**config.mk**
```make
export PLATFORM = sky130hd
export DESIGN_NAME = asu_top
export DESIGN_NICKNAME = d
export VERILOG_FILES = /design/src/common/asu_pkg.sv /design/src/core/asu_baud.sv /design/src/core/asu_top.sv
export VERILOG_INCLUDE_DIRS = /design/src /design/src/common
export SDC_FILE = /design/constraint.sdc
export NUM_CORES = 1
export LEC_CHECK = 0
export BUFFER_PORTS_ARGS = -buffer_cell sky130_fd_sc_hd__buf_2
export CORE_AREA = 2 2 169 171
export CTS_BUF_LIST = sky130_fd_sc_hd__clkbuf_4 sky130_fd_sc_hd__clkbuf_8 sky130_fd_sc_hd__clkbuf_16
export CTS_CLUSTER_DIAMETER = 80
export CTS_CLUSTER_SIZE = 25
export DETAILED_ROUTE_END_ITERATION = 12
export DIE_AREA = 0 0 171 173
export SLEW_MARGIN = 20
export SYNTH_ARGS = -nofsm -noshare
export SYNTH_HDL_FRONTEND = slang
export SYNTH_SLANG_ARGS = --single-unit
```
**constraint.sdc**
```tcl
create_clock -name pclk -period 4.7 [get_ports pclk]
set_input_delay 0.94 -clock pclk [delete_from_list [all_inputs] [get_ports pclk]]
set_output_delay 0.94 -clock pclk [all_outputs]
set_load 0.05 [all_outputs]
```
**src/common/asu_defines.svh**
```systemverilog
// Register offsets, field positions and reset values of the serial unit.
// Assumes inclusion by bare name from design files.
`ifndef ASU_DEFINES_SVH
`define ASU_DEFINES_SVH
`define ASU_OFF_MODE      12'h000
`define ASU_OFF_RXERR     12'h004
`define ASU_OFF_TXSTAT    12'h008
`define ASU_OFF_CLKSEL    12'h00C
`define ASU_OFF_BAUD      12'h010
`define ASU_OFF_LINCTL    12'h014
`define ASU_OFF_TXBUF     12'h018
`define ASU_OFF_RXBUF     12'h01C
`define ASU_BIT_POWER     7
`define ASU_BIT_TXEN      6
`define ASU_BIT_RXEN      5
`define ASU_BIT_PS_HI     4
`define ASU_BIT_PS_LO     3
`define ASU_BIT_CLEN      2
`define ASU_BIT_STOP2     1
`define ASU_BIT_ERRMODE   0
`define ASU_BIT_BRK_TX    6
`define ASU_BIT_BRK_RX    5
`define ASU_BIT_BRK_FLAG  7
`define ASU_MODE_RST      8'h01
`define ASU_BAUD_RST      8'hFF
`define ASU_CLKSEL_RST    4'h0
`define ASU_BRK_TX_BITS   5'h0D
`define ASU_BRK_RX_BITS   5'h0B
`define ASU_GAP_CLKS      2'h2
`endif

```
**src/common/asu_pkg.sv**
```systemverilog
// Types shared by the serial unit files.
// Assumes asu_defines.svh is compiled alongside.
`default_nettype none
package asu_pkg;
  typedef enum logic [2:0] {
    ASU_IDLE  = 3'h0,
    ASU_START = 3'h1,
    ASU_DATA  = 3'h3,
    ASU_PAR   = 3'h2,
    ASU_STOP  = 3'h6,
    ASU_GAP   = 3'h7
  } asu_state_e;
  typedef struct packed {
    logic       parity_error_flag;
    logic       framing_error;
    logic       overrun_error;
  } asu_rxerr_s;
  typedef struct packed {
    logic       tx_buffer_full_flag;
    logic       tx_shift_busy_flag;
  } asu_txstat_s;
endpackage
`default_nettype wire

```
**src/core/asu_baud.sv**
```systemverilog
// Baud tick generator: prescaler then 8-bit counter, output halved.
// Assumes prescaler select and divisor are stable while counting.
`default_nettype none
`include "asu_defines.svh"
module asu_baud #(
  parameter int DIV_W = 8
) (
  // Clock and reset
  input  wire logic             pclk,
  input  wire logic             presetn,
  // Control
  input  wire logic             run,
  input  wire logic [3:0]       prescale_sel,
  input  wire logic [DIV_W-1:0] divisor,
  // Tick out
  output logic                  baud_tick
);
  logic [15:0]      pre_cnt_reg;
  logic [DIV_W-1:0] div_cnt_reg;
  logic             half_reg;
  logic             pre_tick;

  assign pre_tick = (pre_cnt_reg == ((16'h0001 << prescale_sel) - 16'h0001));

  always_ff @(posedge pclk or negedge presetn) begin
    if (!presetn) begin
      pre_cnt_reg <= 16'h0000;
    end else if (!run || pre_tick) begin
      pre_cnt_reg <= 16'h0000;
    end else begin
      pre_cnt_reg <= pre_cnt_reg + 16'h0001;
    end
  end

  // Counter output halved to form the bit clock
  always_ff @(posedge pclk or negedge presetn) begin
    if (!presetn) begin
      div_cnt_reg <= '0;
      half_reg    <= 1'b0;
      baud_tick   <= 1'b0;
    end else begin
      baud_tick <= 1'b0;
      if (!run) begin
        div_cnt_reg <= '0;
        half_reg    <= 1'b0;
      end else if (pre_tick) begin
        if (div_cnt_reg >= divisor - DIV_W'(1)) begin
          div_cnt_reg <= '0;
          half_reg    <= ~half_reg;
          baud_tick   <= half_reg;
        end else begin
          div_cnt_reg <= div_cnt_reg + DIV_W'(1);
        end
      end
    end
  end
endmodule
`default_nettype wire

```
**src/core/asu_top.sv**
```systemverilog
// Async serial unit with LIN break support, APB register slave.
// Assumes one clock pclk; serial_rx_line is asynchronous and synchronised.
//
// Implementation choices: register access over APB and the placing of the registers.
`default_nettype none
`include "asu_defines.svh"
////////////////////////////////////////////////////////////////////////////////
// Overview of operation
// - Power and receive enable with line low starts reception immediately.
// - Receiver always uses one stop bit; stop count affects transmit only.
// - Parity error flag follows the selected parity mode.
// - Framing check looks only at the first stop bit position.
// - After overrun the next received character is discarded.
// - Reading receive error status inserts one bus wait cycle.
// - Baud clock is the 8-bit counter output divided by two.
// - Power, transmit and receive enable are mode bits 7, 6, 5.
// - Break transmit trigger self-clears at completion; rewrite restarts it.
// - Break flag keeps its value after a break reception error; only a good break sets it.
// - Break receive trigger reads zero and clears after a good break.
// - Continuous transmission waits two clocks into the stop bit before the next start may begin.
module asu_top #(
  parameter int DIV_W = 8
) (
  // Clock and reset
  input  wire logic        pclk,
  input  wire logic        presetn,
  // APB slave
  input  wire logic        psel,
  input  wire logic        penable,
  input  wire logic        pwrite,
  input  wire logic [11:0] paddr,
  input  wire logic [31:0] pwdata,
  output logic      [31:0] prdata,
  output logic             pready,
  output logic             pslverr,
  // Serial lines
  input  wire logic        serial_rx_line,
  output logic             serial_tx_line,
  // Events
  output logic             tx_done_pulse,
  output logic             rx_done_pulse
);
  logic [7:0]       operation_mode_reg;
  logic [3:0]       clock_select_reg;
  logic [DIV_W-1:0] baud_control_reg;
  logic             break_tx_trigger_reg;
  logic             break_rx_trigger_reg;
  logic             break_rx_flag_reg;
  logic [7:0]       transmit_buffer;
  logic [7:0]       receive_buffer;
  logic             buf_full_reg;
  asu_pkg::asu_rxerr_s rx_err_reg;
  logic             wait_done_reg;
  logic             rx_s1_reg;
  logic             rx_s2_reg;
  logic             baud_tick;
  logic             unit_power_enable;
  logic             transmit_enable;
  logic             receive_enable;
  logic             apb_setup;
  logic             apb_wr;
  logic             apb_rd;
  logic             tx_busy_reg;
  logic             rx_tick;
  logic             brk_rx_ok;
  logic [23:0]      rx_tmr_reg;

  assign unit_power_enable = operation_mode_reg[`ASU_BIT_POWER];
  assign transmit_enable   = unit_power_enable && operation_mode_reg[`ASU_BIT_TXEN];
  assign receive_enable    = unit_power_enable && operation_mode_reg[`ASU_BIT_RXEN];
  assign apb_setup = psel && !penable;

  function automatic logic parity_bit(input logic [7:0] d, input logic [1:0] sel,
                                      input logic len8);
    logic p;
    p = ^(len8 ? d : {1'b0, d[6:0]});
    case (sel)
      2'h1:    parity_bit = 1'b0;
      2'h2:    parity_bit = p;
      2'h3:    parity_bit = ~p;
      default: parity_bit = 1'b0;
    endcase
  endfunction

  // Pclk cycles in one bit time
  function automatic logic [23:0] bit_clks(input logic [3:0] sel, input logic [DIV_W-1:0] div);
    bit_clks = (24'(div) << sel) << 1;
  endfunction

  ////////////////////////////////////////////////////////////////////////////
  // Bit clock
  asu_baud #(.DIV_W(DIV_W)) u_baud (
    .pclk         (pclk),
    .presetn      (presetn),
    .run          (unit_power_enable),
    .prescale_sel (clock_select_reg),
    .divisor      (baud_control_reg),
    .baud_tick    (baud_tick)
  );

  ////////////////////////////////////////////////////////////////////////////
  // APB handshake; error status read waits one cycle
  always_ff @(posedge pclk or negedge presetn) begin
    if (!presetn) begin
      wait_done_reg <= 1'b0;
    end else begin
      wait_done_reg <= psel && penable && !pready && (paddr == `ASU_OFF_RXERR);
    end
  end

  always_comb begin
    pready = 1'b1;
    if (psel && penable && !pwrite && (paddr == `ASU_OFF_RXERR) && !wait_done_reg) begin
      pready = 1'b0;
    end
  end

  assign apb_wr = psel && penable && pready && pwrite;
  assign apb_rd = psel && penable && pready && !pwrite;
  assign pslverr = 1'b0;

  always_comb begin
    prdata = 32'h0000_0000;
    case (paddr)
      `ASU_OFF_MODE:   prdata = {24'h000000, operation_mode_reg};
      `ASU_OFF_RXERR:  prdata = {29'h00000000, rx_err_reg};
      `ASU_OFF_TXSTAT: prdata = {30'h00000000, buf_full_reg, tx_busy_reg};
      `ASU_OFF_CLKSEL: prdata = {28'h0000000, clock_select_reg};
      `ASU_OFF_BAUD:   prdata = {{(32-DIV_W){1'b0}}, baud_control_reg};
      `ASU_OFF_LINCTL: prdata = {24'h000000, break_rx_flag_reg, break_tx_trigger_reg,
                                 6'h00};
      `ASU_OFF_RXBUF:  prdata = {24'h000000, receive_buffer};
      default:         prdata = 32'h0000_0000;
    endcase
  end

  always_ff @(posedge pclk or negedge presetn) begin
    if (!presetn) begin
      operation_mode_reg <= `ASU_MODE_RST;
      clock_select_reg   <= `ASU_CLKSEL_RST;
      baud_control_reg   <= DIV_W'(`ASU_BAUD_RST);
    end else if (apb_wr) begin
      case (paddr)
        `ASU_OFF_MODE:   operation_mode_reg <= pwdata[7:0];
        `ASU_OFF_CLKSEL: clock_select_reg   <= pwdata[3:0];
        `ASU_OFF_BAUD:   baud_control_reg   <= pwdata[DIV_W-1:0];
        default:         ;
      endcase
    end
  end

  ////////////////////////////////////////////////////////////////////////////
  // Receive line synchroniser
  always_ff @(posedge pclk or negedge presetn) begin
    if (!presetn) begin
      rx_s1_reg <= 1'b1;
      rx_s2_reg <= 1'b1;
    end else begin
      rx_s1_reg <= serial_rx_line;
      rx_s2_reg <= rx_s1_reg;
    end
  end

  ////////////////////////////////////////////////////////////////////////////
  // Transmitter
  asu_pkg::asu_state_e tx_state_reg;
  logic [8:0]  tx_shift_reg;
  logic [3:0]  tx_cnt_reg;
  logic [1:0]  tx_gap_reg;
  logic        tx_brk_reg;
  logic        tx_go;
  logic [3:0]  tx_nbits;

  assign tx_nbits = operation_mode_reg[`ASU_BIT_CLEN] ? 4'h8 : 4'h7;
  assign tx_go = transmit_enable && baud_tick && (buf_full_reg || break_tx_trigger_reg);

  always_ff @(posedge pclk or negedge presetn) begin
    if (!presetn) begin
      transmit_buffer <= 8'h00;
      buf_full_reg    <= 1'b0;
    end else begin
      if (tx_state_reg == asu_pkg::ASU_IDLE && tx_go && !break_tx_trigger_reg) begin
        buf_full_reg <= 1'b0;
      end
      if (!transmit_enable) begin
        buf_full_reg <= 1'b0;
      end else if (apb_wr && paddr == `ASU_OFF_TXBUF) begin
        transmit_buffer <= pwdata[7:0];
        buf_full_reg    <= 1'b1;
      end
    end
  end

  always_ff @(posedge pclk or negedge presetn) begin
    if (!presetn) begin
      break_tx_trigger_reg <= 1'b0;
    end else if (apb_wr && paddr == `ASU_OFF_LINCTL && pwdata[`ASU_BIT_BRK_TX]) begin
      break_tx_trigger_reg <= 1'b1;
    end else if (tx_done_pulse && tx_brk_reg) begin
      break_tx_trigger_reg <= 1'b0;
    end
  end

  always_ff @(posedge pclk or negedge presetn) begin
    if (!presetn) begin
      tx_state_reg   <= asu_pkg::ASU_IDLE;
      tx_shift_reg   <= 9'h1FF;
      tx_cnt_reg     <= 4'h0;
      tx_gap_reg     <= 2'h0;
      tx_busy_reg    <= 1'b0;
      tx_brk_reg     <= 1'b0;
      serial_tx_line <= 1'b1;
      tx_done_pulse  <= 1'b0;
    end else begin
      tx_done_pulse <= 1'b0;
      if (!transmit_enable) begin
        tx_state_reg   <= asu_pkg::ASU_IDLE;
        tx_busy_reg    <= 1'b0;
        serial_tx_line <= 1'b1;
      end else begin
        case (tx_state_reg)
          asu_pkg::ASU_IDLE: if (tx_go) begin
            tx_busy_reg    <= 1'b1;
            serial_tx_line <= 1'b0;
            tx_brk_reg     <= break_tx_trigger_reg;
            tx_cnt_reg     <= break_tx_trigger_reg ? 4'(`ASU_BRK_TX_BITS) - 4'h1 : tx_nbits;
            tx_shift_reg   <= {parity_bit(transmit_buffer,
                               operation_mode_reg[`ASU_BIT_PS_HI:`ASU_BIT_PS_LO],
                               operation_mode_reg[`ASU_BIT_CLEN]), transmit_buffer};
            tx_state_reg   <= break_tx_trigger_reg ? asu_pkg::ASU_START : asu_pkg::ASU_DATA;
          end else if (baud_tick) begin
            // Last stop bit has ended
            tx_busy_reg <= 1'b0;
          end
          asu_pkg::ASU_START: if (baud_tick) begin
            if (tx_cnt_reg == 4'h0) begin
              tx_cnt_reg     <= 4'h0;
              serial_tx_line <= 1'b1;
              tx_state_reg   <= asu_pkg::ASU_STOP;
            end else begin
              tx_cnt_reg <= tx_cnt_reg - 4'h1;
            end
          end
          asu_pkg::ASU_DATA: if (baud_tick) begin
            serial_tx_line <= tx_shift_reg[0];
            tx_shift_reg   <= {1'b1, tx_shift_reg[8:1]};
            tx_cnt_reg     <= tx_cnt_reg - 4'h1;
            if (tx_cnt_reg == 4'h1) begin
              tx_state_reg <= (operation_mode_reg[`ASU_BIT_PS_HI:`ASU_BIT_PS_LO] != 2'h0) ?
                              asu_pkg::ASU_PAR : asu_pkg::ASU_STOP;
              if (!operation_mode_reg[`ASU_BIT_CLEN]) begin
                tx_shift_reg <= {2'h3, tx_shift_reg[7:1]};
              end
            end
          end
          asu_pkg::ASU_PAR: if (baud_tick) begin
            serial_tx_line <= tx_shift_reg[0];
            tx_state_reg   <= asu_pkg::ASU_STOP;
            tx_cnt_reg     <= 4'h0;
          end
          asu_pkg::ASU_STOP: if (baud_tick) begin
            serial_tx_line <= 1'b1;
            // Second and third stop bit only on transmit
            if (operation_mode_reg[`ASU_BIT_STOP2] && tx_cnt_reg == 4'h0 && !tx_brk_reg) begin
              tx_cnt_reg <= 4'h1;
            end else if (tx_cnt_reg == 4'h2 || !operation_mode_reg[`ASU_BIT_STOP2] ||
                         tx_brk_reg) begin
              tx_gap_reg   <= 2'(`ASU_GAP_CLKS);
              tx_state_reg <= asu_pkg::ASU_GAP;
            end else begin
              tx_cnt_reg <= 4'h2;
            end
          end
          asu_pkg::ASU_GAP: begin
            // Stop bit under way: two clocks before the next start may begin
            if (tx_gap_reg == 2'(`ASU_GAP_CLKS)) begin
              tx_done_pulse <= 1'b1;
            end
            if (tx_gap_reg == 2'h1) begin
              tx_state_reg <= asu_pkg::ASU_IDLE;
            end
            tx_gap_reg <= tx_gap_reg - 2'h1;
          end
          default: tx_state_reg <= asu_pkg::ASU_IDLE;
        endcase
      end
    end
  end

  ////////////////////////////////////////////////////////////////////////////
  // Receiver
  asu_pkg::asu_state_e rx_state_reg;
  logic [7:0]  rx_shift_reg;
  logic [4:0]  rx_cnt_reg;
  logic        rx_par_reg;
  logic        rx_skip_reg;
  logic        rx_full_reg;
  logic        brk_rx_go;

  assign brk_rx_go = apb_wr && paddr == `ASU_OFF_LINCTL && pwdata[`ASU_BIT_BRK_RX];
  assign brk_rx_ok = rx_state_reg == asu_pkg::ASU_START && rx_tick && break_rx_trigger_reg &&
                     !rx_s2_reg && rx_cnt_reg == 5'(`ASU_BRK_RX_BITS) - 5'h1;
  assign rx_tick   = (rx_tmr_reg == 24'h000000);

  // Bit timer restarts on each start edge so samples fall mid-bit
  always_ff @(posedge pclk or negedge presetn) begin
    if (!presetn) begin
      rx_tmr_reg <= 24'h000000;
    end else if (rx_state_reg == asu_pkg::ASU_IDLE) begin
      rx_tmr_reg <= bit_clks(clock_select_reg, baud_control_reg) >> 1;
    end else if (rx_tick) begin
      rx_tmr_reg <= bit_clks(clock_select_reg, baud_control_reg) - 24'h000001;
    end else begin
      rx_tmr_reg <= rx_tmr_reg - 24'h000001;
    end
  end

  always_ff @(posedge pclk or negedge presetn) begin
    if (!presetn) begin
      break_rx_trigger_reg <= 1'b0;
    end else if (!receive_enable) begin
      break_rx_trigger_reg <= 1'b0;
    end else if (brk_rx_go) begin
      break_rx_trigger_reg <= 1'b1;
    end else if (brk_rx_ok) begin
      break_rx_trigger_reg <= 1'b0;
    end
  end

  always_ff @(posedge pclk or negedge presetn) begin
    if (!presetn) begin
      rx_state_reg      <= asu_pkg::ASU_IDLE;
      rx_shift_reg      <= 8'h00;
      rx_cnt_reg        <= 5'h00;
      rx_par_reg        <= 1'b0;
      rx_skip_reg       <= 1'b0;
      rx_full_reg       <= 1'b0;
      receive_buffer    <= 8'h00;
      rx_err_reg        <= '0;
      break_rx_flag_reg <= 1'b0;
      rx_done_pulse     <= 1'b0;
    end else begin
      rx_done_pulse <= 1'b0;
      if (apb_rd && paddr == `ASU_OFF_RXBUF) begin
        rx_full_reg <= 1'b0;
      end
      if (apb_rd && paddr == `ASU_OFF_RXERR) begin
        rx_err_reg <= '0;
      end
      if (!receive_enable) begin
        rx_state_reg <= asu_pkg::ASU_IDLE;
      end else begin
        case (rx_state_reg)
          asu_pkg::ASU_IDLE: if (!rx_s2_reg) begin
            rx_state_reg <= asu_pkg::ASU_START;
            rx_cnt_reg   <= 5'h00;
          end
          asu_pkg::ASU_START: if (rx_tick) begin
            if (break_rx_trigger_reg) begin
              if (rx_s2_reg) begin
                // Break too short: flag stays held
                rx_state_reg <= asu_pkg::ASU_IDLE;
              end else if (rx_cnt_reg == 5'(`ASU_BRK_RX_BITS) - 5'h1) begin
                break_rx_flag_reg <= 1'b1;
                rx_done_pulse     <= 1'b1;
                rx_state_reg      <= asu_pkg::ASU_GAP;
              end else begin
                rx_cnt_reg <= rx_cnt_reg + 5'h01;
              end
            end else begin
              rx_state_reg <= asu_pkg::ASU_DATA;
              rx_cnt_reg   <= {1'b0, tx_nbits};
              rx_par_reg   <= 1'b0;
            end
          end
          asu_pkg::ASU_DATA: if (rx_tick) begin
            rx_shift_reg <= operation_mode_reg[`ASU_BIT_CLEN] ?
                            {rx_s2_reg, rx_shift_reg[7:1]} :
                            {1'b0, rx_s2_reg, rx_shift_reg[6:1]};
            rx_cnt_reg   <= rx_cnt_reg - 5'h01;
            if (rx_cnt_reg == 5'h01) begin
              rx_state_reg <= (operation_mode_reg[`ASU_BIT_PS_HI:`ASU_BIT_PS_LO] != 2'h0) ?
                              asu_pkg::ASU_PAR : asu_pkg::ASU_STOP;
            end
          end
          asu_pkg::ASU_PAR: if (rx_tick) begin
            rx_par_reg   <= rx_s2_reg;
            rx_state_reg <= asu_pkg::ASU_STOP;
          end
          asu_pkg::ASU_STOP: if (rx_tick) begin
            // One stop bit, only the first position examined
            rx_state_reg  <= asu_pkg::ASU_GAP;
            rx_done_pulse <= 1'b1;
            rx_err_reg.framing_error <= rx_err_reg.framing_error | !rx_s2_reg;
            if (operation_mode_reg[`ASU_BIT_PS_HI:`ASU_BIT_PS_LO] != 2'h1 &&
                operation_mode_reg[`ASU_BIT_PS_HI:`ASU_BIT_PS_LO] != 2'h0) begin
              rx_err_reg.parity_error_flag <= rx_err_reg.parity_error_flag |
                (rx_par_reg != parity_bit(rx_shift_reg,
                 operation_mode_reg[`ASU_BIT_PS_HI:`ASU_BIT_PS_LO],
                 operation_mode_reg[`ASU_BIT_CLEN]));
            end
            if (rx_full_reg || rx_skip_reg) begin
              rx_err_reg.overrun_error <= rx_err_reg.overrun_error | rx_full_reg;
              rx_skip_reg <= rx_full_reg && !rx_skip_reg;
            end else begin
              receive_buffer <= rx_shift_reg;
              rx_full_reg    <= 1'b1;
            end
          end
          asu_pkg::ASU_GAP: if (rx_s2_reg) begin
            rx_state_reg <= asu_pkg::ASU_IDLE;
          end
          default: rx_state_reg <= asu_pkg::ASU_IDLE;
        endcase
      end
    end
  end

  ////////////////////////////////////////////////////////////////////////////
  // Checks
  a_busy_clear_gap: assert property (@(posedge pclk) disable iff (!presetn)
    $rose(tx_done_pulse) |-> tx_busy_reg) else $error("busy low before stop end");
  a_ovr_keep_buf: assert property (@(posedge pclk) disable iff (!presetn)
    (receive_enable && rx_state_reg == asu_pkg::ASU_STOP && rx_tick && rx_full_reg) |=>
    receive_buffer == $past(receive_buffer)) else $error("overrun overwrote buffer");
  a_brk_rx_zero: assert property (@(posedge pclk) disable iff (!presetn)
    (paddr == `ASU_OFF_LINCTL) |-> !prdata[`ASU_BIT_BRK_RX]) else $error("break rx trigger read");
  a_rx_start_low: assert property (@(posedge pclk) disable iff (!presetn)
    (receive_enable && rx_state_reg == asu_pkg::ASU_IDLE && !rx_s2_reg) |=>
    rx_state_reg == asu_pkg::ASU_START) else $error("start not taken");
  a_err_wait: assert property (@(posedge pclk) disable iff (!presetn)
    (psel && penable && !pwrite && paddr == `ASU_OFF_RXERR && !wait_done_reg) |->
    !pready ##1 pready) else $error("no wait on error read");
  a_brk_trig_clr: assert property (@(posedge pclk) disable iff (!presetn)
    (tx_done_pulse && tx_brk_reg && !apb_wr) |=> !break_tx_trigger_reg)
    else $error("break trigger stuck");
endmodule
`default_nettype wire

```
==> results <==
- The core region is 27600 sq um.
- The synthesized area per cell is 8.67 sq um.
- For this run, the total global-route usage over all layers was measured as 16.6%.
- Port buffering added 37 buffers.
- The transition time of the tightest slew-check pin is 0.875 ns.
- The commonest register cell after synthesis is dfrtp_1.
- The number of fill cells in the layout is 2852.
- The worst setup path is launched from an input port.
- The cell class contributing the biggest share of worst-path delay is simple AND/OR/NAND/NOR gates.
- The repair_antennas step left the layout with diodes totalling 0.
- Summed over all cells, the static leakage comes to 0.00455 uW.
- The clock arrives with 0.00923 ns of skew.
- The upper clock frequency limit is 0.261 GHz.
- The count of buffer and inverter cells on the critical path is 2.
- The origin of the critical flop-to-flop path is clock_select_reg[1].
- The final period demand of the worst path is 3.83 ns.
- The tightest min-delay check is of the register to register type.
- The cell area after technology mapping is 9590 sq um.
- The multi-input logic area is 5630 sq um.
- Counting along the longest clock path gives a buffer depth of 2.
- The number of setup violations in the final report is 0.
- The maximum number of pins on one net before global-route repair is 83.
- The signed area change from the synthesized netlist to the final layout is 10.9%.
- Of all nets on the critical path, the largest fanout is 9.
- The total detailed-routing wirelength is 23900 microns.
- The clock root buffer master is clkbuf_16.
- Along the worst hold path, the cell count comes to 0.
- Across the run, the number of max-cap violations was 0.
- Of the synthesized area, sequential elements account for 36.3%.
- The CTS tree is done.
- Counting the buffers created by CTS gives 17.
- The distinct cell type count after synthesis is 78.
- The worst hold path terminates at rx_s2_reg.
- The buffer count from post-CTS setup fixing is 0.
- Summed over all layers, the global routing overflow is 0.
- After clock tree synthesis, the flow added hold-fix buffers numbering 0.
- The maximum level of the CTS H-tree is 4.
- The critical path goes through buf_2 > nor2_1 > nand4_1 > nor2_1 > a22o_1 > a221o_1 > buf_2.
- Dividing the detail-routed via count by the number of cells gives 5.43.
- The share of cells above drive strength 1 is 15.4%.
- The cell row count is 61.
- Of the available clock period, the critical path in the final layout requires 81.4%.
- Routability-driven placement finished with a final weighted congestion of 0.852.
- In this run, synthesis produced a sequential element count of 138.
- The delay contributed by the slowest stage of the critical path is 0.67 ns.
- The area taken by flip-flops and latches is 3480 sq um.
- The vertical die dimension is 173 microns.
- In this run the register-to-register setup slack is 0.95 ns.
- Data on the critical path arrives at its endpoint at 2.89 ns.
- The number of optimization iterations in the first detailed-route pass is 5.
- The run finished with clean final reports.
- The violation count after the first detailed-routing iteration is 603.
- The final number of hold-violating endpoints was 0.
- The number of synthesis warnings is 0.
- The clock sink total is 138.
- The count of cells resized by post-cts repair is 0.
- The initial utilization of the core area, before any placement, comes to 34.7%.
- The synthesized-area fraction occupied by xor and xnor cells is 6.94%.
- Counting every instance in the synthesized netlist gives 1106.
- For the worst setup path, the data required time is 3.76 ns.
- The library cell contributing the largest single delay on the critical path is nor2_1.
- The synthesized netlist devotes 21.6% of its cell area to simple gates.
- Yosys mapped a number of flops with a built-in enable equal to 0.
- The number of antenna-violating nets in the routed design is 0.
- The final routed wire length divided by cell count is 15.8 microns.
- Power spread over the standard cell area amounts to 251 nW/um^2.
- In the synthesized netlist the async set-or-reset flop fraction comes to 100%.
- The detailed-route DRC error count is 0.
- For the final routed database, the setup TNS stands at 0 ns.
- From left edge to right edge, the die measures 171 microns.
- The later pin in the worst-skew pair is clocked with a latency of 0.43 ns.
- The final-stage net count is 1191.
- After synthesis, the largest family of logic cells by area is simple AND/OR/NAND/NOR gates.
- The worst setup path is of the input port to output pin kind.
- The share of the synthesized area in compound gates (AO/OA/AOI/OAI) is 17.2%.
- The number of cell instances on the worst register-to-register path is 10.
- The worst setup path is captured at an output pin.
- The register with the most flip-flops in the layout has 24 of them.
- Across the VDD grid, the largest voltage drop is 0.000234 V.
- The die outline area is 29600 sq um.
- The mux contribution to synthesized area is 8.65%.
- The HPWL after detailed placement is 17300 microns.
- The synthesized-area fraction occupied by adder cells is 3.24%.
- Setup repair after global routing left no endpoint under its margin.
- Summing internal, switching and leakage power gives 2670 uW.
- The number of antenna violations at the first check in global routing is 0.
- The clock slew at the register clock pins of the worst setup and hold paths is 0.07 ns.
- The worst hold path begins at rx_s1_reg.
- In this run the tightest slew margin relative to its limit is 41.1%.
- The number of slew-limit violations in the final report came to 0.
- In this run the count of I/O pins placed on the die edge is 87.
- The worst register-to-register path ends at u_baud.div_cnt_reg[0].
- The number of global-route vias before repair is 7708.
- The vias after detailed routing is 8188.
- The first-pass GRT wire length is 40000 microns.
-- synth_stat cells (all sizes together), types with 6 or more instances --
| master | n | area, sq um |
|---|---|---|
| a211oi | 7 | 52.6 |
| a21oi | 59 | 303 |
| a22oi | 11 | 82.6 |
| a31oi | 10 | 62.6 |
| and2 | 11 | 68.8 |
| and3 | 12 | 75.1 |
| buf | 40 | 279 |
| clkbuf | 44 | 165 |
| dfrtp | 117 | 2930 |
| dfstp | 21 | 552 |
| ha | 24 | 300 |
| inv | 36 | 135 |
| mux2 | 45 | 507 |
| mux2i | 21 | 210 |
| nand2 | 119 | 447 |
| nand2b | 11 | 68.8 |
| nand3 | 36 | 180 |
| nand3b | 10 | 75.1 |
| nand4 | 13 | 81.3 |
| nor2 | 102 | 385 |
| nor2b | 14 | 87.6 |
| nor3 | 33 | 170 |
| nor3b | 6 | 45.0 |
| nor4 | 11 | 68.8 |
| o211ai | 10 | 75.1 |
| o21ai | 75 | 375 |
| o22ai | 7 | 43.8 |
| o31ai | 13 | 97.6 |
| or2 | 6 | 37.5 |
| or3 | 13 | 81.3 |
| or4 | 7 | 56.3 |
| xnor2 | 46 | 403 |
| xor2 | 30 | 263 |
-- cell type report --
class	count	share of cell area, %
sequential	138	32.7
clock buffer	17	4.00
tap	378	4.45
multi-input combinational	871	53.0
clock inverter	15	1.66
inverter	37	1.31
timing repair buffer	52	2.86
-- worst register-to-register path, cell delays in order (launching register included) --
cell and delay [ns]:
dfrtp_1 0.55, nor3_1 0.39, nand2_1 0.10, ha_1 0.31, nor4bb_1 0.28, o21ai_0 0.13, and3_1 0.20, or4_1 0.54
or4_4 0.64, or3_1 0.38, a21oi_1 0.16
-- how the worst max path moves through the flow --
stage                        startpoint               endpoint  slack, ns  cells past startpoint
floorplan           clock_select_reg[0]  u_baud.div_cnt_reg[1]       0.78                     15
global placement               paddr[9]              prdata[7]       0.93                      7
detailed placement            paddr[11]              prdata[7]       0.90                      7
CTS                           paddr[11]              prdata[7]       0.91                      7
global route        clock_select_reg[1]  u_baud.div_cnt_reg[6]       0.60                     10
finish                        paddr[11]              prdata[7]       0.87                      7
-- per-layer routing --
metal | vias to the layer above | share of wire, % | track usage (%)
met5 | - | 0 | 0
met4 | 0 | 1.6 | 5.01
met3 | 22 | 4.8 | 2.36
met2 | 213 | 48 | 26.7
met1 | 3991 | 46 | 23.0
li1 | 3962 | - | -
-- layout by cell type (no fill, tap or decap), types with 7 or more instances in the layout --
cell type  count
a211oi_1       7
a21oi_1       57
a22oi_1       11
a31oi_1       10
and2_1        11
and3_1        12
buf_2         36
buf_4         15
clkbuf_16     17
conb_1        25
dfrtp_1      117
dfstp_2       21
ha_1          24
inv_1         36
mux2_2        45
mux2i_1       21
nand2_1      119
nand2b_1      11
nand3_1       36
nand3b_1      10
nand4_1       13
nor2_1       101
nor2b_1       14
nor3_1        31
nor4_1        11
o211ai_1      10
o21ai_0       73
o22ai_1        7
o31ai_1       13
or3_1         13
xnor2_1       46
xor2_1        30
-- through the flow --
step                      hold slack (ns)  area, sq um  setup slack [ns]  util (%)  std cells
after global placement              0.346        10000             0.926      36.3       1476
after floorplan                     0.345         9680             0.782         -       1130
after global routing                0.360        10600             0.602      38.5       1508
after CTS                           0.357        10600             0.905      38.5       1508
after detailed placement            0.347        10000             0.900      36.3       1476
final                               0.357        10600             0.874      38.5       1508
-- power breakdown --
| group | internal, uW | switching, uW |
|---|---|---|
| clock | 761 | 615 |
| sequential | 1190 | 2.76 |
| combinational | 16.5 | 86.8 |
| total | 1970 | 705 |
-- kinds of logic (layout without fill, tap and decap cells) --
| kind of cell | after synthesis | in the layout |
|---|---|---|
| muxes | 71 | 71 |
| DFF | 138 | 138 |
| adders and majority gates | 25 | 25 |
| and+or+nand+nor | 420 | 420 |
| other | 1 | 25 |
| AOI/OAI and AO/OA | 254 | 254 |
| xor gates and xnor gates | 76 | 76 |
| buffers and inverters | 121 | 121 |
Note: power is estimated with default switching activity, not from simulation.
